===== src/uart_pkg.sv =====
// Purpose: Shared constants and types for the address-detecting serial port.
// Assumes: APB with 32-bit data, one aligned word per register.
// Notes:   Offsets are byte addresses.
package uart_pkg;

  // ----------------------------------------------------------------------
  // Register offsets
  // ----------------------------------------------------------------------
  localparam logic [7:0] OFF_DATA    = 8'h00;
  localparam logic [7:0] OFF_DIV_LO  = 8'h04;
  localparam logic [7:0] OFF_DIV_HI  = 8'h08;
  localparam logic [7:0] OFF_CTRL    = 8'h0c;
  localparam logic [7:0] OFF_STATUS  = 8'h10;
  localparam logic [7:0] OFF_IRQ_ST  = 8'h14;
  localparam logic [7:0] OFF_IRQ_MSK = 8'h18;
  localparam logic [7:0] OFF_ADDR    = 8'h1c;

  // ----------------------------------------------------------------------
  // Control field positions
  // ----------------------------------------------------------------------
  localparam int CTL_LEN_LO   = 0;  // Two bits: data length minus five.
  localparam int CTL_STOP2    = 2;
  localparam int CTL_PAR_EN   = 3;
  localparam int CTL_PAR_ODD  = 4;
  localparam int CTL_NINE     = 5;
  localparam int CTL_DMA      = 6;
  localparam int CTL_ADDR_DET = 7;
  localparam int CTL_W        = 8;

  // Interrupt bit positions.
  localparam int IRQ_TX_EMPTY = 0;
  localparam int IRQ_RX_READY = 1;
  localparam int IRQ_RX_ERR   = 2;
  localparam int IRQ_W        = 3;

  // Timing constants.
  localparam logic [3:0]  OVERSAMPLE_LAST = 4'hf;  // Sixteen ticks a bit.
  localparam logic [3:0]  MID_TICK        = 4'h7;
  localparam logic [15:0] DIV_RESET       = 16'h0001;
  localparam logic [3:0]  BASE_LEN        = 4'h5;

  typedef enum logic [2:0] {S_IDLE, S_START, S_DATA, S_PAR, S_NINTH, S_STOP} frame_state_t;

  typedef struct packed {
    logic [3:0] len;
    logic       stop2;
    logic       par_en;
    logic       par_odd;
    logic       nine;
  } frame_cfg_t;

  typedef struct packed {
    logic       sel;
    logic       en;
    logic       wr;
    logic [7:0] addr;
  } apb_req_t;

endpackage : uart_pkg


===== src/uart_port.sv =====
// Purpose: Full-duplex serial port with address detect, DMA requests and IRQ.
// Assumes: pclk at 100 MHz; rxd is asynchronous to pclk.
// Notes:   Rx and tx run separately, each with holding and shift registers.
//
// Notes on behaviour
// - Data length selectable five to eight bits per frame.
// - One or two stop bits sent; receiver checks only the first stop bit.
// - Parity none, even or odd; inserted on send, checked on receive.
// - Whole frame spans seven to twelve bit periods.
// - Bit rate from clock over 1048576 down to clock over 16.
// - Divisor is sixteen bits, high byte register joined to low byte.
// - Nine-bit mode: extra bit marks address characters for detection.
// - Programmed mode double buffers both transmit and receive.
// - Processor moves characters through the memory-mapped data register.
// - DMA mode raises separate transmit and receive request lines.
// - Port DMA requests carry a low default priority flag.
// - Tx and rx events raise individually maskable interrupts.
// - Transmit and receive run concurrently and independently.
// - Synchronised receive line is exported for timer baud measurement.
//
// Our own choices: the APB slave port and the address map.
`timescale 1ns/1ps
module uart_port (
  // APB slave
  input  wire logic        pclk,
  input  wire logic        presetn,
  input  wire logic        psel,
  input  wire logic        penable,
  input  wire logic        pwrite,
  input  wire logic [7:0]  paddr,
  input  wire logic [31:0] pwdata,
  output logic      [31:0] prdata,
  output logic             pready,
  output logic             pslverr,
  // Serial lines
  input  wire logic        rxd,
  output logic             txd,
  // DMA handshake
  output logic             dma_tx_req,
  output logic             dma_rx_req,
  output logic             dma_low_prio,
  // Timer link and interrupt
  output logic             rx_level,
  output logic             irq
);

  // ----------------------------------------------------------------------
  // Registers and decode
  // ----------------------------------------------------------------------
  logic [7:0]                  div_lo_q, div_hi_q, addr_q;
  logic [uart_pkg::CTL_W-1:0]  ctrl_q;
  logic [uart_pkg::IRQ_W-1:0]  ist_q, imsk_q, ev;
  uart_pkg::apb_req_t          req;
  uart_pkg::frame_cfg_t        cfg;
  logic [15:0]                 div;
  logic                        acc, wr, rd, mapped;

  assign req    = '{sel: psel, en: penable, wr: pwrite, addr: paddr};
  assign acc    = req.sel && req.en;
  assign wr     = acc && req.wr;
  assign rd     = acc && !req.wr;
  assign mapped = (paddr[1:0] == 2'b00) && (paddr <= uart_pkg::OFF_ADDR);
  assign div    = {div_hi_q, div_lo_q};
  // One aggregate keeps the frame settings under a single driver.
  // length field
  assign cfg = '{len:     uart_pkg::BASE_LEN + {2'b00, ctrl_q[uart_pkg::CTL_LEN_LO+:2]},
                 stop2:   ctrl_q[uart_pkg::CTL_STOP2],
                 par_en:  ctrl_q[uart_pkg::CTL_PAR_EN],
                 par_odd: ctrl_q[uart_pkg::CTL_PAR_ODD],
                 nine:    ctrl_q[uart_pkg::CTL_NINE]};
  logic dma_mode;
  assign dma_mode = ctrl_q[uart_pkg::CTL_DMA];

  // ----------------------------------------------------------------------
  // Baud tick: one tick per divisor count, sixteen ticks a bit
  // ----------------------------------------------------------------------
  logic [15:0] bcnt_q;
  logic        tick;
  assign tick = (bcnt_q == 16'h0001) || (div == 16'h0001);
  always_ff @(posedge pclk or negedge presetn) begin
    if (!presetn) begin
      bcnt_q <= uart_pkg::DIV_RESET;
    end else if (tick) begin
      bcnt_q <= div;  // Zero reloads zero and counts 65536 steps.
    end else begin
      bcnt_q <= bcnt_q - 16'h0001;
    end
  end

  // ----------------------------------------------------------------------
  // Transmit path
  // ----------------------------------------------------------------------
  logic [8:0]            thr_q, tsr_q;
  logic                  thr_full_q, txd_q, tpar_q, t9_q;
  logic [3:0]            ttick_q, tbit_q;
  uart_pkg::frame_state_t tst_q;
  logic                  data_wr, tx_load, tbit_end;
  assign data_wr  = wr && (paddr == uart_pkg::OFF_DATA);
  assign tx_load  = (tst_q == uart_pkg::S_IDLE) && thr_full_q && tick;
  assign tbit_end = tick && (ttick_q == uart_pkg::OVERSAMPLE_LAST);

  always_ff @(posedge pclk or negedge presetn) begin
    if (!presetn) begin
      thr_q      <= '0;
      thr_full_q <= 1'b0;
    end else if (data_wr) begin
      thr_q      <= pwdata[8:0];
      thr_full_q <= 1'b1;
    end else if (tx_load) begin
      thr_full_q <= 1'b0;
    end
  end

  always_ff @(posedge pclk or negedge presetn) begin
    if (!presetn) begin
      tst_q   <= uart_pkg::S_IDLE;
      tsr_q   <= '0;
      txd_q   <= 1'b1;
      ttick_q <= '0;
      tbit_q  <= '0;
      tpar_q  <= 1'b0;
      t9_q    <= 1'b0;
    end else begin
      if (tst_q != uart_pkg::S_IDLE && tick) ttick_q <= ttick_q + 4'h1;
      case (tst_q)
        uart_pkg::S_IDLE: begin
          txd_q <= 1'b1;
          if (tx_load) begin
            // The ninth bit is latched here, so a new holding write cannot alter a frame in flight.
            tsr_q   <= thr_q;
            t9_q    <= thr_q[8];
            tst_q   <= uart_pkg::S_START;
            txd_q   <= 1'b0;
            ttick_q <= '0;
            tbit_q  <= '0;
            tpar_q  <= cfg.par_odd;
          end
        end
        uart_pkg::S_START: if (tbit_end) begin
          tst_q <= uart_pkg::S_DATA;
          txd_q <= tsr_q[0];
        end
        uart_pkg::S_DATA: if (tbit_end) begin
          tpar_q <= tpar_q ^ tsr_q[0];
          tsr_q  <= {1'b0, tsr_q[8:1]};
          tbit_q <= tbit_q + 4'h1;
          if (tbit_q + 4'h1 == cfg.len) begin
            if (cfg.par_en) begin
              tst_q <= uart_pkg::S_PAR;
              txd_q <= tpar_q ^ tsr_q[0];
            end else if (cfg.nine) begin
              tst_q <= uart_pkg::S_NINTH;
              txd_q <= t9_q;
            end else begin
              tst_q  <= uart_pkg::S_STOP;
              txd_q  <= 1'b1;
              tbit_q <= '0;
            end
          end else begin
            txd_q <= tsr_q[1];
          end
        end
        uart_pkg::S_PAR, uart_pkg::S_NINTH: if (tbit_end) begin
          tst_q  <= uart_pkg::S_STOP;
          txd_q  <= 1'b1;
          tbit_q <= '0;
        end
        uart_pkg::S_STOP: if (tbit_end) begin
          if (cfg.stop2 && tbit_q == 4'h0) tbit_q <= 4'h1;
          else tst_q <= uart_pkg::S_IDLE;
        end
        default: tst_q <= uart_pkg::S_IDLE;
      endcase
    end
  end

  // ----------------------------------------------------------------------
  // Receive path
  // ----------------------------------------------------------------------
  logic                  rx_m_q, rx_s_q;
  logic [8:0]            rsr_q, rbr_q;
  logic                  rbr_full_q, rpar_q, r9_q;
  logic                  perr_q, ferr_q, oerr_q;
  logic [3:0]            rtick_q, rbit_q;
  uart_pkg::frame_state_t rst_q;
  logic                  rsamp, data_rd, rx_done, rx_ok_d, pbad, fbad, addr_hit;
  assign rsamp    = tick && (rtick_q == uart_pkg::MID_TICK);
  assign data_rd  = rd && (paddr == uart_pkg::OFF_DATA);
  assign rx_done  = (rst_q == uart_pkg::S_STOP) && rsamp;
  assign pbad     = cfg.par_en && (rpar_q != cfg.par_odd);
  assign fbad     = !rx_s_q;
  assign addr_hit = !ctrl_q[uart_pkg::CTL_ADDR_DET] || (r9_q && rsr_q[7:0] == addr_q);
  assign rx_ok_d  = rx_done && addr_hit;

  // Two-stage synchroniser on the asynchronous line.
  always_ff @(posedge pclk or negedge presetn) begin
    if (!presetn) begin
      rx_m_q <= 1'b1;
      rx_s_q <= 1'b1;
    end else begin
      rx_m_q <= rxd;
      rx_s_q <= rx_m_q;
    end
  end

  always_ff @(posedge pclk or negedge presetn) begin
    if (!presetn) begin
      rst_q   <= uart_pkg::S_IDLE;
      rsr_q   <= '0;
      rtick_q <= '0;
      rbit_q  <= '0;
      rpar_q  <= 1'b0;
      r9_q    <= 1'b0;
    end else begin
      if (tick) rtick_q <= rtick_q + 4'h1;
      case (rst_q)
        uart_pkg::S_IDLE: if (!rx_s_q) begin
          rst_q   <= uart_pkg::S_START;
          rtick_q <= '0;
        end
        uart_pkg::S_START: if (rsamp) begin
          // A start that is gone at mid-bit is glitch noise.
          rst_q <= rx_s_q ? uart_pkg::S_IDLE : uart_pkg::S_DATA;
          rbit_q <= '0;
          rpar_q <= 1'b0;
          rsr_q  <= '0;
          r9_q   <= 1'b0;
        end
        uart_pkg::S_DATA: if (rsamp) begin
          rsr_q[rbit_q[2:0]] <= rx_s_q;
          rpar_q <= rpar_q ^ rx_s_q;
          rbit_q <= rbit_q + 4'h1;
          if (rbit_q + 4'h1 == cfg.len)
            rst_q <= cfg.par_en ? uart_pkg::S_PAR :
                     cfg.nine   ? uart_pkg::S_NINTH : uart_pkg::S_STOP;
        end
        uart_pkg::S_PAR: if (rsamp) begin
          rpar_q <= rpar_q ^ rx_s_q;
          rst_q  <= uart_pkg::S_STOP;
        end
        uart_pkg::S_NINTH: if (rsamp) begin
          r9_q     <= rx_s_q;
          rsr_q[8] <= rx_s_q;
          rst_q    <= uart_pkg::S_STOP;
        end
        uart_pkg::S_STOP: if (rsamp) rst_q <= uart_pkg::S_IDLE;
        default: rst_q <= uart_pkg::S_IDLE;
      endcase
    end
  end

  always_ff @(posedge pclk or negedge presetn) begin
    if (!presetn) begin
      rbr_q      <= '0;
      rbr_full_q <= 1'b0;
    end else if (rx_ok_d) begin
      rbr_q      <= rsr_q;
      rbr_full_q <= 1'b1;  // New data wins over a read.
    end else if (data_rd) begin
      rbr_full_q <= 1'b0;
    end
  end

  logic st_wr;
  assign st_wr = wr && (paddr == uart_pkg::OFF_STATUS);
  always_ff @(posedge pclk or negedge presetn) begin
    if (!presetn) begin
      perr_q <= 1'b0;
      ferr_q <= 1'b0;
      oerr_q <= 1'b0;
    end else begin
      perr_q <= (rx_ok_d && pbad) || (perr_q && !(st_wr && pwdata[2]));
      ferr_q <= (rx_ok_d && fbad) || (ferr_q && !(st_wr && pwdata[3]));
      oerr_q <= (rx_ok_d && rbr_full_q && !data_rd) || (oerr_q && !(st_wr && pwdata[4]));
    end
  end

  // ----------------------------------------------------------------------
  // Interrupts, configuration and APB answer
  // ----------------------------------------------------------------------
  // maskable events
  assign ev[uart_pkg::IRQ_TX_EMPTY] = tx_load;
  assign ev[uart_pkg::IRQ_RX_READY] = rx_ok_d;
  assign ev[uart_pkg::IRQ_RX_ERR]   = rx_ok_d && (pbad || fbad || rbr_full_q);
  logic ist_wr;
  assign ist_wr = wr && (paddr == uart_pkg::OFF_IRQ_ST);

  logic [31:0] rdata;
  always_comb begin
    rdata = '0;
    case (paddr)
      uart_pkg::OFF_DATA:    rdata = {23'h0, rbr_q};
      uart_pkg::OFF_DIV_LO:  rdata = {24'h0, div_lo_q};
      uart_pkg::OFF_DIV_HI:  rdata = {24'h0, div_hi_q};
      uart_pkg::OFF_CTRL:    rdata = {24'h0, ctrl_q};
      uart_pkg::OFF_STATUS:  rdata = {27'h0, oerr_q, ferr_q, perr_q, rbr_full_q, !thr_full_q};
      uart_pkg::OFF_IRQ_ST:  rdata = {29'h0, ist_q};
      uart_pkg::OFF_IRQ_MSK: rdata = {29'h0, imsk_q};
      uart_pkg::OFF_ADDR:    rdata = {24'h0, addr_q};
      default:               rdata = '0;
    endcase
  end

  // Zero-wait slave: pready answers in the access cycle.
  // Read data is captured at setup, so prdata stands only while pready is high.
  always_ff @(posedge pclk or negedge presetn) begin
    if (!presetn) begin
      div_lo_q <= uart_pkg::DIV_RESET[7:0];
      div_hi_q <= uart_pkg::DIV_RESET[15:8];
      addr_q   <= '0;
      ctrl_q   <= '0;
      ist_q    <= '0;
      imsk_q   <= '0;
      prdata   <= '0;
      pready   <= 1'b0;
      pslverr  <= 1'b0;
    end else begin
      ist_q  <= ev | (ist_q & ~(ist_wr ? pwdata[uart_pkg::IRQ_W-1:0] : '0));
      pready <= psel && !penable;
      pslverr <= psel && !penable && !mapped;
      prdata <= (psel && !penable && !pwrite) ? rdata : '0;
      if (wr && paddr == uart_pkg::OFF_DIV_LO)  div_lo_q <= pwdata[7:0];
      if (wr && paddr == uart_pkg::OFF_DIV_HI)  div_hi_q <= pwdata[7:0];
      if (wr && paddr == uart_pkg::OFF_CTRL)    ctrl_q <= pwdata[uart_pkg::CTL_W-1:0];
      if (wr && paddr == uart_pkg::OFF_IRQ_MSK) imsk_q <= pwdata[uart_pkg::IRQ_W-1:0];
      if (wr && paddr == uart_pkg::OFF_ADDR)    addr_q <= pwdata[7:0];
    end
  end

  // Registered outputs.
  // Every pin leaves from a flop, so no decode glitch reaches the board.
  always_ff @(posedge pclk or negedge presetn) begin
    if (!presetn) begin
      txd          <= 1'b1;
      irq          <= 1'b0;
      rx_level     <= 1'b1;
      dma_tx_req   <= 1'b0;
      dma_rx_req   <= 1'b0;
      dma_low_prio <= 1'b0;
    end else begin
      txd      <= txd_q;
      irq      <= |(ist_q & imsk_q);
      rx_level <= rx_s_q;
      dma_tx_req <= dma_mode && !thr_full_q && !data_wr;
      dma_rx_req <= dma_mode && rbr_full_q && !data_rd;
      dma_low_prio <= 1'b1;
    end
  end

endmodule : uart_port


===== config.mk =====
export PLATFORM = sky130hd
export DESIGN_NAME = uart_port
export DESIGN_NICKNAME = d
export VERILOG_FILES = /design/src/uart_pkg.sv /design/src/uart_port.sv
export SDC_FILE = /design/constraint.sdc
export NUM_CORES = 1
export LEC_CHECK = 0
export ABC_AREA = 1
export BUFFER_PORTS_ARGS = -buffer_cell sky130_fd_sc_hd__buf_4
export CORE_MARGIN = 4
export CORE_UTILIZATION = 59
export CTS_CLUSTER_DIAMETER = 100
export CTS_CLUSTER_SIZE = 28
export DETAILED_ROUTE_END_ITERATION = 6
export PLACE_DENSITY_LB_ADDON = 0.12
export SKIP_CTS_REPAIR_TIMING = 1
export SLEW_MARGIN = 10
export SYNTH_ARGS = -nofsm -noshare
export SYNTH_HDL_FRONTEND = slang
export SYNTH_SLANG_ARGS = --single-unit
export TNS_END_PERCENT = 5

===== constraint.sdc =====
create_clock -name pclk -period 2.1 [get_ports pclk]
set_input_delay 0.21 -clock pclk [delete_from_list [all_inputs] [get_ports pclk]]
set_output_delay 0.21 -clock pclk [all_outputs]
set_load 0.005 [all_outputs]

==> flow_summary.ini, run 1 <==
[status]
status = completed

[placed_design]
placed_cells = 1166
gp_congestion = 0.915
io_buffers = 39
hpwlAfterDp_um = 12900

[logic_synthesis]
ys_types = 43
post-synth-top-area-cell = dfrtp_1
synthArstFlopShare = 1.00
syn_inst = 967
yosysTopAreaCellShare = 0.450
syn-cell-area_um2 = 7450
synth_edf_count = 0
synth_area_leaders = dfrtp_1 45%, nand2_1 13%, o21ai_0 8.7%
syn_area_per_cell_um2 = 7.70
ys_seq_area_frac = 0.475
synth_warnings = 0
synth_flop_cell = dfrtp_1
ys_ff_latch = 141

[critical_path]
crit_buf_inv = 1
ff2ff_path_depth = 11
cp.arrival_ps = 2240
path_depth = 11
crit_start = bcnt_q[0]
endpoint = tst_q[1]
slowest_stage = dfstp_2
crit_path_end_kind = flip-flop
worstSetupPathType = reg2reg
slowest_delay_ps = 540
path_cells = ha_1 -> nand2_1 -> nor2_2 -> nand2_2 -> nand2_4 -> buf_12 -> nand2_1 -> nand2_1 -> nand4_1 -> nand2_1 -> nand2_1
critPathMaxFanout = 12
critPathTopFamily = simple AND/OR/NAND/NOR gates
r2r-end = tst_q[1]
reg2reg_from = bcnt_q[0]
r2r_slack_ps = 180
critPathLaunchType = flip-flop
crit_top_cell = nand2_1
worstPathRequired_ps = 2420

[global_route]
antenna_found_initial = 0
grt_pass1_wl_um = 29900
grt_start_max_net_pins = 56
grt_pass1_vias = 6055
grt_use_total = 0.260
overflow = 0

[cts]
cts_buffers = 17
clockBufferDepth = 2
cts_sinks = 141
insertion_delay_ps = 430
cts_tree = done
clk_pin_slew_ps = 60
htreeDepth = 4
clock-root-buffer = clkbuf_16

[detailed_routing]
routed_wl_um = 17800
drt_first_pass_iters = 5
vias = 6365
drc = 0
drt_first_iter_violations = 627
postRouteAntennaNets = 0
wl_per_cell_um = 14.8
vias_per_cell = 5.30

[hold_path]
hold_class = in2reg

[pwr]
leakagePower_nw = 4.13
clkPwrFrac = 0.391
swShare = 0.313
intPower_mw = 5.13
combinationalPowerShare = 0.177
p_switching_mw = 2.34
vdd_drop_max_mv = 0.774
power_density_nw_per_um2 = 881
pwr-share-seq = 0.432

[layout]
syn_to_final_growth_pct = 14.0
final_cell_mix = 261 x nand2_1, 134 x dfrtp_1, 129 x o21ai_0
layoutNonFillerInstCount = 1201
fin_nets = 1074
n_antenna_cell = 0
final_common_cell = nand2_1
layout-drive-gt1-share = 0.118

[sta]
finalCritPeriodShare = 0.916
rsz0062_at_grt = true
fin_skew_ps = 9.60
hold-worst-slack_ps = 33.4
finalCriticalPeriod_ps = 1920
max_freq_mhz = 520
tightest_slew_ps = 530
drv_slew = 0
max_slew_margin = 0.646
hold_violations = 0
setup-violations-final = 0

[floorplanning]
die_height_um = 120
fp.coreArea_um2 = 12200
start_util = 0.612
die-area_um2 = 14500
rows = 40
die_w_um = 120
io_pins = 86

[job]
maxCapViolCount = 0
## flip-flops by register name, summed over array words and instances (netlist names), 3 cells and up
name,count
addr_q,8
ttick_q,4
tsr_q,9
tbit_q,4
rsr_q,9
ist_q,3
div_hi_q,8
rbr_q,9
thr_q,9
rbit_q,4
imsk_q,3
rst_q,3
div_lo_q,8
tst_q,3
ctrl_q,8
prdata,9
bcnt_q,16
rtick_q,4
## stage by stage
stage               setup TNS, ps  utilization  area, um^2  setup slack, ps  power (mW)
floorplan                       0            -        7530              324        4.21
global placement                0        0.647        7870              187        4.54
detailed placement              0        0.647        7870              159        4.57
CTS                             0        0.694        8450              103        7.51
global route                -8.80        0.698        8490            -8.80        7.89
finish                          0        0.698        8490              176        7.47
## final cells by class
type	count	area, um^2
clock buffers	17	425
clock inverters	15	153
fillers	1039	3680
inverters	114	433
multi-input cells	691	3280
flip-flops and latches	141	3540
well taps	168	210
repair buffers	55	449
## power by group through the flow
stage	Clock [mW]	Combinational [mW]	Sequential [mW]
floorplan	0	0.997	3.21
global placement	0	1.28	3.26
detailed placement	0	1.31	3.27
CTS	2.96	1.32	3.23
global route	3.08	1.55	3.26
finish	2.92	1.33	3.23
## cell usage after synthesis, types with 2 or more instances
| cell | n |
|---|---|
| o21ai_0 | 130 |
| o21ai_2 | 4 |
| nand3_1 | 50 |
| dfrtp_1 | 134 |
| o22ai_1 | 6 |
| buf_6 | 2 |
| inv_1 | 110 |
| nor2_1 | 93 |
| dfstp_2 | 7 |
| buf_4 | 25 |
| o21ai_1 | 5 |
| xor2_1 | 8 |
| nand2_2 | 5 |
| nand2_1 | 261 |
| ha_1 | 8 |
| and3_1 | 2 |
| nor3_1 | 11 |
| clkbuf_1 | 11 |
| inv_2 | 4 |
| xnor2_1 | 9 |
| nor2_4 | 2 |
| buf_2 | 3 |
| nand2_4 | 2 |
| nand4_1 | 22 |
| conb_1 | 2 |
| a22oi_1 | 2 |
| nor2_2 | 8 |
| a21oi_1 | 26 |
## metal layers
metal / GRT usage / wire (um) / vias to the layer above
met5: 0 / 0 / -
met4: 0.0829 / 295 / 0
met3: 0.0561 / 946 / 29
met2: 0.408 / 8310 / 194
met1: 0.364 / 8250 / 2960
li1: - / - / 3182
## worst reg2reg max path: stages, from the launching register on
cell     delay [ps]
dfstp_2         540
ha_1            170
nand2_1          70
nor2_2          110
nand2_2          90
nand2_4         110
buf_12          150
nand2_1         120
nand2_1         170
nand4_1         140
nand2_1          80
nand2_1          50
## cell families (layout without fill, tap and decap cells)
group / after synthesis / in the layout / synth area share
and+or+nand+nor: 465 / 465 / 0.270
AOI/OAI and AO/OA: 176 / 176 / 0.123
buffers and inverters: 157 / 201 / 0.0965
DFF: 141 / 141 / 0.475
xor gates and xnor gates: 17 / 17 / 0.0200
adders and majority gates: 8 / 8 / 0.0134
other: 2 / 24 / 0.00101
muxes: 1 / 1 / 0.00134
## how the worst min path moves through the flow
stage,startpoint,end,slack [ps],depth (start not counted)
after detailed placement,presetn,bcnt_q[1],200,1
after global routing,psel,pready,60,3
after CTS,presetn,bcnt_q[1],-250,1
after global placement,presetn,bcnt_q[1],210,1
final,pwdata[8],thr_q[8],30,3
after floorplan,presetn,addr_q[0],-90,0
Note: power is estimated with default switching activity, not from simulation.
==> run 2: changes to the inputs <==
--- a/config.mk
+++ b/config.mk
@@ -7,8 +7,10 @@
 export LEC_CHECK = 0
 export ABC_AREA = 1
 export BUFFER_PORTS_ARGS = -buffer_cell sky130_fd_sc_hd__buf_4
+export CELL_PAD_IN_SITES_DETAIL_PLACEMENT = 1
+export CELL_PAD_IN_SITES_GLOBAL_PLACEMENT = 1
 export CORE_MARGIN = 4
-export CORE_UTILIZATION = 59
+export CORE_UTILIZATION = 43
 export CTS_CLUSTER_DIAMETER = 100
 export CTS_CLUSTER_SIZE = 28
 export DETAILED_ROUTE_END_ITERATION = 6
==> flow_summary.ini, run 2 (same netlist as run 1, synthesis figures left out) <==
[status]
status = completed

[global_route]
grt_use_total = 0.223
grt_pass1_vias = 6715
grt_pass1_wl_um = 34800
antenna_found_initial = 0
grt_start_max_net_pins = 51
overflow = 0

[critical_path]
critPathMaxFanout = 13
critPathLaunchType = flip-flop
crit_path_end_kind = flip-flop
path_cells = ha_1 -> nand2_1 -> nor2_2 -> nand2_2 -> nand2_4 -> buf_12 -> nand2_1 -> nand2_1 -> nand4_1 -> nand2_1 -> nand2_1
worstPathRequired_ps = 2410
crit_top_cell = nand2_1
slowest_delay_ps = 540
cp.arrival_ps = 2260
slowest_stage = dfstp_2
worstSetupPathType = reg2reg

[detailed_routing]
vias_per_cell = 5.20
postRouteAntennaNets = 0
drc = 0
routed_wl_um = 21200
drt_first_pass_iters = 5
wl_per_cell_um = 16.9
vias = 6523
drt_first_iter_violations = 325

[sta]
tightest_slew_ps = 628
max_slew_margin = 0.580
setup-violations-final = 0
finalCriticalPeriod_ps = 1950
rsz0062_at_grt = true
finalCritPeriodShare = 0.929
hold_violations = 0
fin_skew_ps = 12.5
max_freq_mhz = 512
drv_slew = 0

[layout]
postLayoutCoreUtil = 0.512
largest_reg_flops = 16
fillers = 2108
layout-drive-gt1-share = 0.120
n_antenna_cell = 0
syn_to_final_growth_pct = 15.3
final_cell_mix = 261 x nand2_1, 134 x dfrtp_1, 130 x o21ai_0
fin_nets = 1076
layoutNonFillerInstCount = 1255
top_register = bcnt_q
final_common_cell = nand2_1
final_area_um2 = 8590

[cts]
cts_tree = done
clock-root-buffer = clkbuf_16
clockBufferDepth = 2
cts_buffers = 17
htreeDepth = 4
clk_pin_slew_ps = 70
cts_sinks = 141
insertion_delay_ps = 430

[pwr]
vdd_drop_max_mv = 0.630
leakagePower_nw = 4.15
power_density_nw_per_um2 = 884

[floorplanning]
start_util = 0.444
die_w_um = 140
die-area_um2 = 19500
die_height_um = 140
rows = 47
io_pins = 86
fp.coreArea_um2 = 16800

[placed_design]
place_area_um2 = 7960
gp_congestion = 0.868
io_buffers = 39
placed_cells = 1220
hpwlAfterDp_um = 15900

[job]
maxCapViolCount = 0

[hold_path]
hold_class = in2reg
[run 2: changes by cell type in the layout (fill, tap and decap cells not counted), sizes merged]
cell,delta
clkinv,-2
clkbuf,+2
buf,+2
[run 2: layout make-up]
type	instances	area (um^2)	share of cell area
clock buffers	19	453	0.0527
well taps	220	275	0.0321
flip-flops and latches	141	3540	0.412
multi-input cells	691	3290	0.383
clock inverters	13	130	0.0152
inverters	114	430	0.0501
repair buffers	57	477	0.0555
[run 2: stage by stage]
| step | setup TNS, ps | hold WS (ps) | power, mW | setup WS (ps) |
|---|---|---|---|---|
| after floorplan | 0 | -85.6 | 4.21 | 324 |
| after global placement | 0 | 162 | 4.60 | 131 |
| after detailed placement | 0 | 166 | 4.66 | 95.2 |
| after CTS | 0 | -288 | 7.67 | 72.2 |
| after global routing | -23.9 | 37.4 | 8.06 | -11.6 |
| final | 0 | 34.7 | 7.59 | 149 |
[run 2: final timing paths]
kind,startpoint,cells past startpoint,slack (ps),end
min in group asynchronous,presetn,2,280,prdata[1]
min reg2reg,rx_m_q,0,360,rx_s_q
max reg2reg,bcnt_q[0],11,150,tst_q[1]
max,bcnt_q[0],11,150,tst_q[1]
max in group asynchronous,presetn,3,1160,txd
min,pwdata[8],3,30,thr_q[8]
[run 2: power by group]
group | switching, mW | internal, mW
Clock | 1.25 | 1.72
Sequential | 0.250 | 2.99
Combinational | 0.895 | 0.488
[run 2: critical path, delay by kind of cell, from the launching register on]
family                     cells  cell delay (ps)
buffers and inverters          1              160
and+or+nand+nor                9              960
adders and majority gates      1              190
DFF                            1              540
[run 2: per-layer routing]
layer,GRT usage,vias to the layer above,wire length [um]
li1,-,3180,-
met1,0.300,3190,9640
met2,0.370,125,10300
met3,0.0415,28,776
met4,0.0658,0,430
met5,0,-,0
